### src/plc_pkg.sv
// Constants for the synthesizer loop-filter and calibration control bank.
// Assumes an 8-bit register port and a 10 MHz always-on clock.
package plc_pkg;
	// Register port widths
	localparam int ADDR_W = 8;
	localparam int DATA_W = 8;

	// Register offsets
	localparam logic [7:0] OFF_PLL1_LOOP_FILTER = 8'h76;
	localparam logic [7:0] OFF_PLL1_CAL_WAIT = 8'h77;
	localparam logic [7:0] OFF_PLL1_CAL_DELAY = 8'h78;
	localparam logic [7:0] OFF_PLL2_PUMP_WIDTH = 8'h83;
	localparam logic [7:0] OFF_PLL2_LOOP_FILTER = 8'h84;
	localparam logic [7:0] OFF_SEQ_CTRL = 8'hF0;
	localparam logic [7:0] OFF_SEQ_STAT = 8'hF1;

	// Field positions and widths
	localparam int FILT_LSB = 0;
	localparam int FILT_W = 3;
	localparam int WAIT_W = 2;
	localparam int VCO_WAIT_LSB = 0;
	localparam int CLSD_WAIT_LSB = 2;
	localparam int CAL_DELAY_BIT = 0;
	localparam int STRETCH_BIT = 7;
	localparam int START_BIT = 0;
	localparam int STAT_BUSY_BIT = 0;
	localparam int STAT_DONE_BIT = 1;
	localparam int STAT_PHASE_LSB = 2;
	localparam int PHASE_W = 2;

	// Reset values and filter codes
	localparam logic [2:0] FILT_2ND_ORDER = 3'h3;
	localparam logic [2:0] FILT_3RD_ORDER = 3'h7;
	localparam logic [2:0] FILT_RST = FILT_2ND_ORDER;
	localparam logic [1:0] CLSD_WAIT_RST = 2'h0;
	localparam logic [1:0] VCO_WAIT_RST = 2'h1;
	localparam logic CAL_DELAY_RST = 1'b0;
	localparam logic STRETCH_RST = 1'b0;
	localparam logic [7:0] READ_ZERO = 8'h00;

	// Clock rate and wait times in their own units
	localparam int CLK_KHZ = 10000;
	localparam int CLSD_T0_US = 30;
	localparam int CLSD_T1_US = 300;
	localparam int CLSD_T2_MS = 30;
	localparam int CLSD_T3_MS = 300;
	localparam int VCO_T0_US = 20;
	localparam int VCO_T1_US = 400;
	localparam int VCO_T2_MS = 8;
	localparam int VCO_T3_MS = 200;
	localparam int CAL_DELAY_MS = 60;

	// Wait times as clock cycles
	localparam int CLSD_CYC0 = CLSD_T0_US * CLK_KHZ / 1000;
	localparam int CLSD_CYC1 = CLSD_T1_US * CLK_KHZ / 1000;
	localparam int CLSD_CYC2 = CLSD_T2_MS * CLK_KHZ;
	localparam int CLSD_CYC3 = CLSD_T3_MS * CLK_KHZ;
	localparam int VCO_CYC0 = VCO_T0_US * CLK_KHZ / 1000;
	localparam int VCO_CYC1 = VCO_T1_US * CLK_KHZ / 1000;
	localparam int VCO_CYC2 = VCO_T2_MS * CLK_KHZ;
	localparam int VCO_CYC3 = VCO_T3_MS * CLK_KHZ;
	localparam int CAL_DELAY_CYC = CAL_DELAY_MS * CLK_KHZ;
	localparam int CNT_W = 22;

	// Sequencer phase codes shown in the status register
	localparam logic [1:0] PHASE_IDLE = 2'h0;
	localparam logic [1:0] PHASE_DELAY = 2'h1;
	localparam logic [1:0] PHASE_VCO = 2'h2;
	localparam logic [1:0] PHASE_CLSD = 2'h3;

	typedef enum logic [2:0] {
		SEQ_IDLE,
		SEQ_DELAY,
		SEQ_VCO,
		SEQ_CLSD
	} plc_seq_state_t;
endpackage

### src/plc_cal_seq.sv
// Calibration wait sequencer of the first synthesizer.
// Assumes codes are stable while busy and start is a one-cycle pulse.
`timescale 1ns/1ps
`default_nettype none
module plc_cal_seq #(
	parameter int CNT_W = plc_pkg::CNT_W,
	parameter int CLSD_CYC2 = plc_pkg::CLSD_CYC2,
	parameter int CLSD_CYC3 = plc_pkg::CLSD_CYC3,
	parameter int VCO_CYC2 = plc_pkg::VCO_CYC2,
	parameter int VCO_CYC3 = plc_pkg::VCO_CYC3,
	parameter int CAL_DELAY_CYC = plc_pkg::CAL_DELAY_CYC
) (
	input wire logic core_clk,
	input wire logic resetn,
	input wire logic start,
	input wire logic cal_delay_en,
	input wire logic [1:0] vco_settle_wait,
	input wire logic [1:0] closed_loop_wait,
	output logic busy,
	output logic done,
	output logic vco_cal_run,
	output logic [1:0] phase
);
	plc_pkg::plc_seq_state_t state;
	plc_pkg::plc_seq_state_t next_state;
	logic [CNT_W-1:0] cnt;
	logic [CNT_W-1:0] next_cnt;

	// Counter load value for a wait of c cycles, one less since zero ends it
	function automatic logic [CNT_W-1:0] load_of(input int c);
		load_of = CNT_W'(c - 1);
	endfunction

	// Code to cycle count; both wait fields share this table shape
	function automatic logic [CNT_W-1:0] pick(input logic [1:0] code,
		input int c0, input int c1, input int c2, input int c3);
		case (code)
			2'h0: pick = load_of(c0);
			2'h1: pick = load_of(c1);
			2'h2: pick = load_of(c2);
			default: pick = load_of(c3);
		endcase
	endfunction

	// Delay, then VCO wait, then closed-loop wait
	always_comb begin
		next_state = state;
		next_cnt = cnt;
		case (state)
			plc_pkg::SEQ_IDLE: begin
				if (start && cal_delay_en) begin
					next_state = plc_pkg::SEQ_DELAY;
					next_cnt = load_of(CAL_DELAY_CYC);
				end else if (start) begin
					next_state = plc_pkg::SEQ_VCO;
					next_cnt = pick(vco_settle_wait, plc_pkg::VCO_CYC0, plc_pkg::VCO_CYC1,
						VCO_CYC2, VCO_CYC3);
				end
			end
			plc_pkg::SEQ_DELAY: begin
				if (cnt == '0) begin
					next_state = plc_pkg::SEQ_VCO;
					next_cnt = pick(vco_settle_wait, plc_pkg::VCO_CYC0, plc_pkg::VCO_CYC1,
						VCO_CYC2, VCO_CYC3);
				end else begin
					next_cnt = cnt - 1'b1;
				end
			end
			plc_pkg::SEQ_VCO: begin
				if (cnt == '0) begin
					next_state = plc_pkg::SEQ_CLSD;
					next_cnt = pick(closed_loop_wait, plc_pkg::CLSD_CYC0, plc_pkg::CLSD_CYC1,
						CLSD_CYC2, CLSD_CYC3);
				end else begin
					next_cnt = cnt - 1'b1;
				end
			end
			plc_pkg::SEQ_CLSD: begin
				if (cnt == '0) begin
					next_state = plc_pkg::SEQ_IDLE;
				end else begin
					next_cnt = cnt - 1'b1;
				end
			end
			default: begin
				next_state = plc_pkg::SEQ_IDLE;
				next_cnt = '0;
			end
		endcase
	end

	// State and counter
	always_ff @(posedge core_clk or negedge resetn) begin
		if (!resetn) begin
			state <= plc_pkg::SEQ_IDLE;
			cnt <= '0;
		end else begin
			state <= next_state;
			cnt <= next_cnt;
		end
	end

	// Registered views of the next state so every output is a flop
	always_ff @(posedge core_clk or negedge resetn) begin
		if (!resetn) begin
			busy <= 1'b0;
			vco_cal_run <= 1'b0;
			phase <= plc_pkg::PHASE_IDLE;
		end else begin
			busy <= (next_state != plc_pkg::SEQ_IDLE);
			vco_cal_run <= (next_state == plc_pkg::SEQ_VCO) || (next_state == plc_pkg::SEQ_CLSD);
			case (next_state)
				plc_pkg::SEQ_DELAY: phase <= plc_pkg::PHASE_DELAY;
				plc_pkg::SEQ_VCO: phase <= plc_pkg::PHASE_VCO;
				plc_pkg::SEQ_CLSD: phase <= plc_pkg::PHASE_CLSD;
				default: phase <= plc_pkg::PHASE_IDLE;
			endcase
		end
	end

	// Done stays until the next accepted start
	always_ff @(posedge core_clk or negedge resetn) begin
		if (!resetn) begin
			done <= 1'b0;
		end else if (state == plc_pkg::SEQ_CLSD && next_state == plc_pkg::SEQ_IDLE) begin
			done <= 1'b1;
		end else if (state == plc_pkg::SEQ_IDLE && start) begin
			done <= 1'b0;
		end
	end
endmodule // plc_cal_seq
`default_nettype wire

### src/plc_pll_loop_cal_ctrl.sv
// Loop-filter, pump-width and calibration wait registers for two synthesizers.
// Assumes a single-cycle strobe register port on core_clk with no wait states.
// Register map, offsets in hex; bits not listed read zero and ignore writes
// 76 [2:0] first synthesizer filter order, reset 3
// 77 [3:2] closed-loop wait code, reset 0
// 77 [1:0] VCO settle wait code, reset 1
// 78 [0] calibration delay enable, reset 0
// 83 [7] second synthesizer pump-width stretch, reset 0
// 84 [2:0] second synthesizer filter order, reset 3
// F0 [0] write 1 to start the calibration waits; reads zero
// F1 [0] sequencer busy
// F1 [1] sequence done, held until the next accepted start
// F1 [3:2] sequencer phase: 0 idle, 1 delay, 2 VCO wait, 3 closed-loop wait
// F1 ignores writes; any other offset ignores writes and reads zero
//
// Bus use
// A write is one cycle of wr_en beside addr and wdata; the port never waits.
// A read is one cycle of rd_en; rdata carries the answer in the next cycle only.
// Read data fall back to zero after that cycle.
// The strobes never rise together; back-to-back transfers are allowed.
// Addresses are decoded in full, so no register has an alias.
//
// Timing and limitations
// Field outputs change on the edge that takes the write.
// A start is acted on two edges after its write, and ignored while busy.
// Wait codes are sampled as each phase loads, so a write during a run
// only changes phases that have not begun yet.
// The 60 ms delay is counted exactly; the allowed spread is left unused.
// Reserved filter codes are kept as written, since the loop filter
// decoder lives elsewhere; software must not write them.
//
// Design decision made here: the plain strobed port.
`timescale 1ns/1ps
`default_nettype none
module plc_pll_loop_cal_ctrl #(
	parameter int CLSD_CYC2 = plc_pkg::CLSD_CYC2,
	parameter int CLSD_CYC3 = plc_pkg::CLSD_CYC3,
	parameter int VCO_CYC2 = plc_pkg::VCO_CYC2,
	parameter int VCO_CYC3 = plc_pkg::VCO_CYC3,
	parameter int CAL_DELAY_CYC = plc_pkg::CAL_DELAY_CYC
) (
	// Clock, reset and register port
	input wire logic core_clk,
	input wire logic resetn,
	input wire logic [plc_pkg::ADDR_W-1:0] addr,
	input wire logic [plc_pkg::DATA_W-1:0] wdata,
	input wire logic wr_en,
	input wire logic rd_en,
	output logic [plc_pkg::DATA_W-1:0] rdata,
	// Loop-filter and pump-width fields
	output logic [2:0] pll1_filter_order_sel,
	output logic [2:0] pll2_filter_order_sel,
	output logic pll2_pump_width_stretch,
	// Calibration sequencer status
	output logic pll1_cal_busy,
	output logic pll1_cal_done,
	output logic pll1_vco_cal_run
);
	// Fields kept inside the block and sequencer wiring
	logic [1:0] closed_loop_wait;
	logic [1:0] vco_settle_wait;
	logic pll1_cal_delay_en;
	logic seq_start;
	logic [1:0] seq_phase;
	logic [plc_pkg::DATA_W-1:0] next_rdata;

	// Write hit on one offset
	// Exact match; aliases would let a stray write hit a field
	function automatic logic wr_hit(input logic [plc_pkg::ADDR_W-1:0] a,
		input logic [plc_pkg::ADDR_W-1:0] off, input logic we);
		wr_hit = we && (a == off);
	endfunction

	// First synthesizer filter order; reserved codes are stored as written
	// Output drives the loop filter switches directly, with no staging copy
	always_ff @(posedge core_clk or negedge resetn) begin
		if (!resetn) begin
			pll1_filter_order_sel <= plc_pkg::FILT_RST;
		end else if (wr_hit(addr, plc_pkg::OFF_PLL1_LOOP_FILTER, wr_en)) begin
			pll1_filter_order_sel <= wdata[plc_pkg::FILT_LSB +: plc_pkg::FILT_W];
		end
	end

	// Second synthesizer filter order, same encoding as the first
	// Kept apart from the first so each synthesizer can change alone
	always_ff @(posedge core_clk or negedge resetn) begin
		if (!resetn) begin
			pll2_filter_order_sel <= plc_pkg::FILT_RST;
		end else if (wr_hit(addr, plc_pkg::OFF_PLL2_LOOP_FILTER, wr_en)) begin
			pll2_filter_order_sel <= wdata[plc_pkg::FILT_LSB +: plc_pkg::FILT_W];
		end
	end

	// Closed-loop wait code; changing it mid-sequence affects only later loads
	always_ff @(posedge core_clk or negedge resetn) begin
		if (!resetn) begin
			closed_loop_wait <= plc_pkg::CLSD_WAIT_RST;
		end else if (wr_hit(addr, plc_pkg::OFF_PLL1_CAL_WAIT, wr_en)) begin
			closed_loop_wait <= wdata[plc_pkg::CLSD_WAIT_LSB +: plc_pkg::WAIT_W];
		end
	end

	// VCO settle wait code, sharing the byte with the closed-loop code
	always_ff @(posedge core_clk or negedge resetn) begin
		if (!resetn) begin
			vco_settle_wait <= plc_pkg::VCO_WAIT_RST;
		end else if (wr_hit(addr, plc_pkg::OFF_PLL1_CAL_WAIT, wr_en)) begin
			vco_settle_wait <= wdata[plc_pkg::VCO_WAIT_LSB +: plc_pkg::WAIT_W];
		end
	end

	// Calibration delay enable
	// Read when a start is taken; a later write affects only the next run
	always_ff @(posedge core_clk or negedge resetn) begin
		if (!resetn) begin
			pll1_cal_delay_en <= plc_pkg::CAL_DELAY_RST;
		end else if (wr_hit(addr, plc_pkg::OFF_PLL1_CAL_DELAY, wr_en)) begin
			pll1_cal_delay_en <= wdata[plc_pkg::CAL_DELAY_BIT];
		end
	end

	// Charge-pump minimum pulse stretch
	// Bit sits at the top of its byte; the lower bits are reserved
	always_ff @(posedge core_clk or negedge resetn) begin
		if (!resetn) begin
			pll2_pump_width_stretch <= plc_pkg::STRETCH_RST;
		end else if (wr_hit(addr, plc_pkg::OFF_PLL2_PUMP_WIDTH, wr_en)) begin
			pll2_pump_width_stretch <= wdata[plc_pkg::STRETCH_BIT];
		end
	end

	// Start pulse; registered so the sequencer sees a clean one-cycle request
	// Bit reads back zero, so a read-modify-write cannot restart a run
	always_ff @(posedge core_clk or negedge resetn) begin
		if (!resetn) begin
			seq_start <= 1'b0;
		end else begin
			seq_start <= wr_hit(addr, plc_pkg::OFF_SEQ_CTRL, wr_en) && wdata[plc_pkg::START_BIT];
		end
	end

	// Wait sequencer; a start while busy is ignored inside it
	// Long phases are parameters so a bench can shorten them
	plc_cal_seq #(
		.CNT_W(plc_pkg::CNT_W),
		.CLSD_CYC2(CLSD_CYC2),
		.CLSD_CYC3(CLSD_CYC3),
		.VCO_CYC2(VCO_CYC2),
		.VCO_CYC3(VCO_CYC3),
		.CAL_DELAY_CYC(CAL_DELAY_CYC)
	) u_cal_seq (
		.core_clk(core_clk),
		.resetn(resetn),
		.start(seq_start),
		.cal_delay_en(pll1_cal_delay_en),
		.vco_settle_wait(vco_settle_wait),
		.closed_loop_wait(closed_loop_wait),
		.busy(pll1_cal_busy),
		.done(pll1_cal_done),
		.vco_cal_run(pll1_vco_cal_run),
		.phase(seq_phase)
	);

	// Read mux; reserved bits and unmapped offsets read zero
	// Status bits come from sequencer flops loaded from the next state, so they change on the same edge as the state
	always_comb begin
		next_rdata = plc_pkg::READ_ZERO;
		case (addr)
			plc_pkg::OFF_PLL1_LOOP_FILTER: begin
				next_rdata[plc_pkg::FILT_LSB +: plc_pkg::FILT_W] = pll1_filter_order_sel;
			end
			plc_pkg::OFF_PLL1_CAL_WAIT: begin
				next_rdata[plc_pkg::CLSD_WAIT_LSB +: plc_pkg::WAIT_W] = closed_loop_wait;
				next_rdata[plc_pkg::VCO_WAIT_LSB +: plc_pkg::WAIT_W] = vco_settle_wait;
			end
			plc_pkg::OFF_PLL1_CAL_DELAY: begin
				next_rdata[plc_pkg::CAL_DELAY_BIT] = pll1_cal_delay_en;
			end
			plc_pkg::OFF_PLL2_PUMP_WIDTH: begin
				next_rdata[plc_pkg::STRETCH_BIT] = pll2_pump_width_stretch;
			end
			plc_pkg::OFF_PLL2_LOOP_FILTER: begin
				next_rdata[plc_pkg::FILT_LSB +: plc_pkg::FILT_W] = pll2_filter_order_sel;
			end
			plc_pkg::OFF_SEQ_CTRL: begin
				next_rdata = plc_pkg::READ_ZERO; // Start bit is write-only
			end
			plc_pkg::OFF_SEQ_STAT: begin
				next_rdata[plc_pkg::STAT_BUSY_BIT] = pll1_cal_busy;
				next_rdata[plc_pkg::STAT_DONE_BIT] = pll1_cal_done;
				next_rdata[plc_pkg::STAT_PHASE_LSB +: plc_pkg::PHASE_W] = seq_phase;
			end
			default: begin
				next_rdata = plc_pkg::READ_ZERO;
			end
		endcase
	end

	// Read data stands only in the cycle after the strobe
	// Zero between reads keeps the bus quiet for a shared read path
	always_ff @(posedge core_clk or negedge resetn) begin
		if (!resetn) begin
			rdata <= plc_pkg::READ_ZERO;
		end else if (rd_en) begin
			rdata <= next_rdata;
		end else begin
			rdata <= plc_pkg::READ_ZERO;
		end
	end
endmodule // plc_pll_loop_cal_ctrl
`default_nettype wire

### config.mk
export PLATFORM = sky130hd
export DESIGN_NAME = plc_pll_loop_cal_ctrl
export DESIGN_NICKNAME = d
export VERILOG_FILES = /design/src/plc_pkg.sv /design/src/plc_cal_seq.sv /design/src/plc_pll_loop_cal_ctrl.sv
export SDC_FILE = /design/constraint.sdc
export NUM_CORES = 1
export LEC_CHECK = 0
export BUFFER_PORTS_ARGS = -buffer_cell sky130_fd_sc_hd__buf_2
export CAP_MARGIN = 20
export CORE_MARGIN = 5
export CORE_UTILIZATION = 65
export CTS_BUF_LIST = sky130_fd_sc_hd__clkbuf_4
export DETAILED_ROUTE_END_ITERATION = 7
export MAX_ROUTING_LAYER = met4
export PLACE_DENSITY_LB_ADDON = 0.1
export SETUP_SLACK_MARGIN = 0.05
export SKIP_CTS_REPAIR_TIMING = 1
export SLEW_MARGIN = 20
export SYNTH_ARGS = -nofsm -noshare
export SYNTH_HDL_FRONTEND = slang
export SYNTH_SLANG_ARGS = --single-unit
### constraint.sdc
create_clock -name core_clk -period 5.39 [get_ports core_clk]
set_clock_uncertainty 0.15 [all_clocks]
set_input_delay 0.539 -clock core_clk [delete_from_list [all_inputs] [get_ports core_clk]]
set_output_delay 0.539 -clock core_clk [all_outputs]
set_load 0.01 [all_outputs]
==> impl_results.md, run 1 <==
- Initial Util: 0.683
- Multi-input logic area: 1930 um^2
- Setup TNS: 0 ns
- Final HPWL DP: 6420 um
- Worst EP arrival: 3.26 ns
- Async set-reset flop share out of synthesis: 1.00
- Initial antenna violation count: 0
- FF+latch area: 1210 um^2
- Clk pwr share: 0.337
- PwrDens: 189 nW/um^2
- Vias in the first global route: 2828
- Clock sink total: 48
- Via count: 2973
- Cell accounting for the most synthesized area: dfrtp_1
- Psw: 0.000174 W
- Die height: 80.9 um
- Post-DRT Antenna Nets: 0
- Syn Std Cell Area: 3270 um^2
- Worst-margin pin slew: 0.927 ns
- Worst slew margin: 0.378
- Sequential area share after synthesis: 0.370
- Mapped Avg Cell Area: 8.93 um^2
- Max_cap viols: 0
- Total die area: 6540 um^2
- Min Hold Slack: -0.0159 ns
- R2R cell count: 6
- Ys Warns: 0
- Total Routing Usage GR: 0.291
- CP Launch Type: flip-flop
- First-pass GRT wire length: 14300 um
- Synthesized flop and latch total: 48
- Critical setup path kind: flip-flop to flip-flop
- WL per Instance: 18.9 um
- FF-to-FF End: u_cal_seq.cnt[5]
- CTS clk-pin slew, worst paths: 0.16 ns
- Pleak: 1.61 nW
- Tcrit/Tclk final: 0.579
- Final nets: 416
- Status: finished, violations left
- H-Tree Depth: 2
- I/O pin cnt: 38
- Fill count: 377
- Chip Width: 80.9 um
- Synth top area share: 0.329
- RSZ-0062 raised after global routing: no
- GP Congestion: 0.988
- Largest net degree at the start of global routing: 49
- Peak supply drop: 0.194 mV
- N_diodes: 0
- Fraction of layout cells with a size suffix above 1: 0.213
- DRC Markers: 0
- CTS tree: built
- Fin. max-slew vios: 0
- Final wirelength: 8630 um
- Reg power frac: 0.565
- Crit path capture type: flip-flop
- Post-synth top flop: dfrtp_1
- Hold Vio Cnt, Final: 4
- Core Region: 4790 um^2
- Comb pwr share: 0.098
- Initial DRT Pass Iterations: 6
- Clock Latency Late Sink: 0.37 ns
- Via-to-Cell Ratio: 6.52
- Worst R2R Start: u_cal_seq.cnt[9]
- Count of different cell masters after synthesis: 68
- Commonest non-fill, non-tap cell in the layout: dfrtp_1
- Setup violations, final: 0
- P_int: 0.000490 W
- Clk buf depth: 2
- Final Util: 0.734
- Sw frac: 0.262
- Area Overhead vs Synth: 7.51%
- CTS Buf Count: 5
- Root Driver: clkbuf_4
- IO buf count: 31
- Commonest cells after routing, fill and taps aside: dfrtp_1 (43), nor2_1 (40), nand2_1 (38)
- Worst Hold Class: input pin to asynchronous set/reset pin
- CP Data Required Time: 5.52 ns
- Cell count after synthesis: 366
- Failing checks: hold timing
- Tmin final: 3.12 ns
- Initial drt markers: 232
- Post-synth EDFFs: 0
- CP max FO: 17
- F_max: 320 MHz
- Grt total ovfl: 0
- Largest cells by area after synthesis: dfrtp_1 (33%), mux2_2 (5.9%), nor2_1 (4.6%)
- R2R Setup Slk: 2.27 ns
- Placement row count: 25
==> kinds of logic (layout without fill, tap and decap cells) <==
logic type,after synthesis,after routing,share of synthesized area
and+or+nand+nor,149,149,0.253
AOI/OAI and AO/OA,102,102,0.214
DFF,48,48,0.370
buffers and inverters,30,50,0.0429
muxes,17,17,0.0586
xor gates and xnor gates,10,10,0.0268
adders and majority gates,9,9,0.0341
other,1,4,0.00115
==> power by group through the flow <==
stage / Combinational (W) / Sequential, W / Clock, W
2_1_floorplan: 0.0000398 / 0.000379 / 0
3_3_place_gp: 0.0000624 / 0.000381 / 0
3_5_place_dp: 0.0000640 / 0.000382 / 0
4_1_cts: 0.0000643 / 0.000375 / 0.000227
5_1_grt: 0.0000719 / 0.000376 / 0.000244
6_report: 0.0000651 / 0.000375 / 0.000223
==> synthesized netlist by cell type (4+ instances only) <==
library cell	number
dfrtp_1	43
nor2_1	40
nand2_1	38
o21ai_0	21
a21oi_1	17
mux2_2	17
nor3_1	14
inv_1	10
clkbuf_1	8
ha_1	8
nand2b_1	8
nand3_1	8
buf_2	7
o211ai_1	7
a22oi_1	6
nor4_1	6
o21ai_1	6
dfstp_2	5
xnor2_1	5
xor2_1	5
a311oi_1	4
nand4_1	4
o31ai_1	4
==> registers in the layout (all words and copies together), names as in the netlist <==
register,cells
u_cal_seq.state,3
rdata,5
seq_start,1
pll2_filter_order_sel,3
u_cal_seq.cnt,22
vco_settle_wait,2
u_cal_seq.busy,1
u_cal_seq.phase,2
pll1_filter_order_sel,3
pll1_cal_delay_en,1
u_cal_seq.done,1
u_cal_seq.vco_cal_run,1
closed_loop_wait,2
pll2_pump_width_stretch,1
==> critical path: stages (launching register included) <==
cell and delay, ns:
dfrtp_1 0.51, nor4_2 0.39, nand2_1 0.23, nor4_4 0.76, a21o_1 0.62, o21ai_0 0.23
o211ai_1 0.14
==> worst max path at each step <==
| stage | endpoint | startpoint | slack, ns | cells past startpoint |
|---|---|---|---|---|
| CTS | u_cal_seq.cnt[6] | u_cal_seq.cnt[0] | 2.27 | 7 |
| global route | u_cal_seq.cnt[11] | u_cal_seq.cnt[9] | 2.07 | 6 |
| global placement | u_cal_seq.cnt[6] | u_cal_seq.cnt[9] | 2.32 | 6 |
| finish | u_cal_seq.cnt[5] | u_cal_seq.cnt[9] | 2.27 | 6 |
| floorplan | u_cal_seq.cnt[12] | u_cal_seq.cnt[0] | 2.96 | 9 |
| detailed placement | u_cal_seq.cnt[9] | u_cal_seq.cnt[0] | 2.30 | 7 |
==> metal layers <==
layer  vias to the layer above  wire [um]  track usage
li1                       1393          -            -
met1                      1435       3850        0.414
met2                       135       3950        0.426
met3                        10        729       0.0621
met4                         0         99       0.0642
met5                         -          0            -
==> area by class of cell <==
cell class,count,share of cell area
Inverter,10,0.0107
Clock inverter,3,0.0132
Sequential cell,48,0.344
Clock buffer,5,0.0107
Timing Repair Buffer,32,0.0470
Tap cell,67,0.0239
Multi-Input combinational cell,291,0.551
==> stage by stage <==
stage,area (um^2),worst slack [ns],power [W],hold WS [ns],std cells
after floorplan,3280,2.96,0.000419,0.0934,369
after global placement,3420,2.32,0.000444,0.345,448
after detailed placement,3420,2.30,0.000446,0.354,448
after CTS,3510,2.27,0.000666,0.225,456
after global routing,3510,2.07,0.000693,0.0384,456
final,3510,2.27,0.000664,-0.0159,456
No activity file was read; power rests on OpenSTA's default activity.
==> run 2: changes to the inputs <==
Settings changed: CORE_UTILIZATION 65 to 61.
Clock period 5.39 ns to 3.3 ns, I/O delays scaled along.
==> run 2 against run 1 <==
  * The run now ends clean
  * Flip-flop and latch count did not move
  * First-iteration DRC count up 50%
  * Routed wire length up 1.3%
  * Cell count rose by 2.6%
  * Core utilization down 3.7 points
  * Sequential power increased by 63%
  * Worst setup slack worse by 1.8 ns
  * Critical path type unchanged
  * Critical endpoint is now u_cal_seq.cnt[11]
  * Largest power group unchanged
==> impl_results.md, run 2 (synthesized netlist as in run 1, its figures left out) <==
- Commonest non-fill, non-tap cell in the layout: dfrtp_1
- Initial antenna violation count: 0
- F_max: 357 MHz
- Max_cap viols: 0
- Worst-margin pin slew: 0.838 ns
- Met3 usage: 0.0446
- Tcrit/Tclk final: 0.850
- Min Hold Slack: 0.0187 ns
- WL per Instance: 18.7 um
- Clock sink total: 48
- Die height: 83.2 um
- Vias in the first global route: 2785
- First-pass GRT wire length: 14600 um
- Via count: 3062
- Final HPWL DP: 6480 um
- Total Routing Usage GR: 0.261
- Critical setup path kind: flip-flop to flip-flop
- Total die area: 6920 um^2
- DP Worst Slack: 0.553 ns
- Max reg flops: 22
- Worst EP arrival: 2.98 ns
- Root Driver: clkbuf_4
- RSZ-0062 raised after global routing: no
- Slowest stage cell, crit path: or4b_4
- R2R cell count: 9
- Via-to-Cell Ratio: 6.54
- Worst slew margin: 0.441
- N_diodes: 0
- Fin. max-slew vios: 0
- Met1 usage: 0.387
- Core Region: 5140 um^2
- I/O pin cnt: 38
- Setup violations, final: 0
- Peak supply drop: 0.235 mV
- GP Congestion: 0.930
- Tmin final: 2.80 ns
- Area Overhead vs Synth: 9.65%
- Post-DRT Antenna Nets: 0
- CP endpoint: u_cal_seq.cnt[11]
- Setup TNS: 0 ns
- Finished Layout Cells: 468
- CP max FO: 5
- Commonest cells after routing, fill and taps aside: dfrtp_1 (43), nor2_1 (40), nand2_1 (38)
- CTS clk-pin slew, worst paths: 0.15 ns
- Placement row count: 26
- Final wirelength: 8750 um
- CP Data Required Time: 3.47 ns
- Status: finished clean
- Worst R2R Start: u_cal_seq.cnt[0]
- Initial Util: 0.636
- Initial DRT Pass Iterations: 7
- Clk buf depth: 2
- Chip Width: 83.2 um
- IO buf count: 31
- CTS tree: built
- Largest net degree at the start of global routing: 49
- Top Registers: u_cal_seq.cnt x22, rdata x5
- PwrDens: 305 nW/um^2
- CP Launch Type: flip-flop
- H-Tree Depth: 2
- Pleak: 1.65 nW
- Final nets: 425
- Hold Vio Cnt, Final: 0
- Gr busiest metal: met1
- Fraction of layout cells with a size suffix above 1: 0.226
- Crit path capture type: flip-flop
- Initial drt markers: 349
- Top reg by flops: u_cal_seq.cnt
- CP peak stage delay: 0.50 ns
- CTS Buf Count: 5
- GRT met2 Usage: 0.370
- Post-placement cell count: 459
- FF-to-FF End: u_cal_seq.cnt[11]
- Worst Hold Class: input pin to flip-flop
- Grt total ovfl: 0
- DRC Markers: 0
- Crit-path cells: inv_1 > ha_1 > or4b_4 > nand2b_1 > nor2_1 > buf_4 > nand2_1 > o21ai_0 > a221o_1
- Worst Setup SP: u_cal_seq.cnt[0]
- Final worst slack: 0.495 ns
- Clock Latency Late Sink: 0.38 ns
- R2R Setup Slk: 0.50 ns
-- run 2: stage by stage --
stage                     utilization  cell area, um^2  power, W
after floorplan                     -             3280  0.000684
after global placement          0.678             3490  0.000729
after detailed placement        0.678             3490  0.000732
after CTS                       0.694             3570   0.00109
after global routing            0.697             3580   0.00113
final                           0.697             3580   0.00109
-- run 2: report_power, final --
part	internal, W	leakage [nW]	switching, W
logic	0.0000425	0.959	0.0000683
clock network	0.000162	0.0418	0.000205
registers	0.000599	0.649	0.0000142
total	0.000804	1.65	0.000287
-- run 2: how the worst min path moves through the flow --
stage	start	end	slack [ns]	cells after the start
after floorplan	resetn	closed_loop_wait[0]	-0.12	0
after global placement	pll2_pump_width_stretch	pll2_pump_width_stretch	0.36	1
final	wdata[3]	closed_loop_wait[1]	0.02	2
after CTS	resetn	u_cal_seq.cnt[21]	0.003	1
after detailed placement	pll2_filter_order_sel[2]	pll2_filter_order_sel[2]	0.37	1
after global routing	wdata[3]	closed_loop_wait[1]	0.03	2
-- run 2: cell type report --
class | instances | area (um^2)
Multi-Input combinational cell | 291 | 1930
Clock inverter | 3 | 46.3
Sequential cell | 48 | 1210
Tap cell | 70 | 87.6
Inverter | 10 | 37.5
Timing Repair Buffer | 41 | 235
Fill cell | 437 | 1560
Clock buffer | 5 | 37.5
-- run 2: routing by layer --
metal,share of wire,up-vias
li1,-,1408
met1,0.43,1455
met2,0.46,179
met4,0.015,0
met5,0,-
met3,0.095,20
-- run 2: critical path: cells and delay by family (launching register included) --
| family | cells | cell delay (ns) |
|---|---|---|
| buf+inv | 2 | 0.33 |
| flops | 1 | 0.45 |
| simple gates | 4 | 1.16 |
| compound gates | 2 | 0.49 |
| fa+ha+maj | 1 | 0.19 |
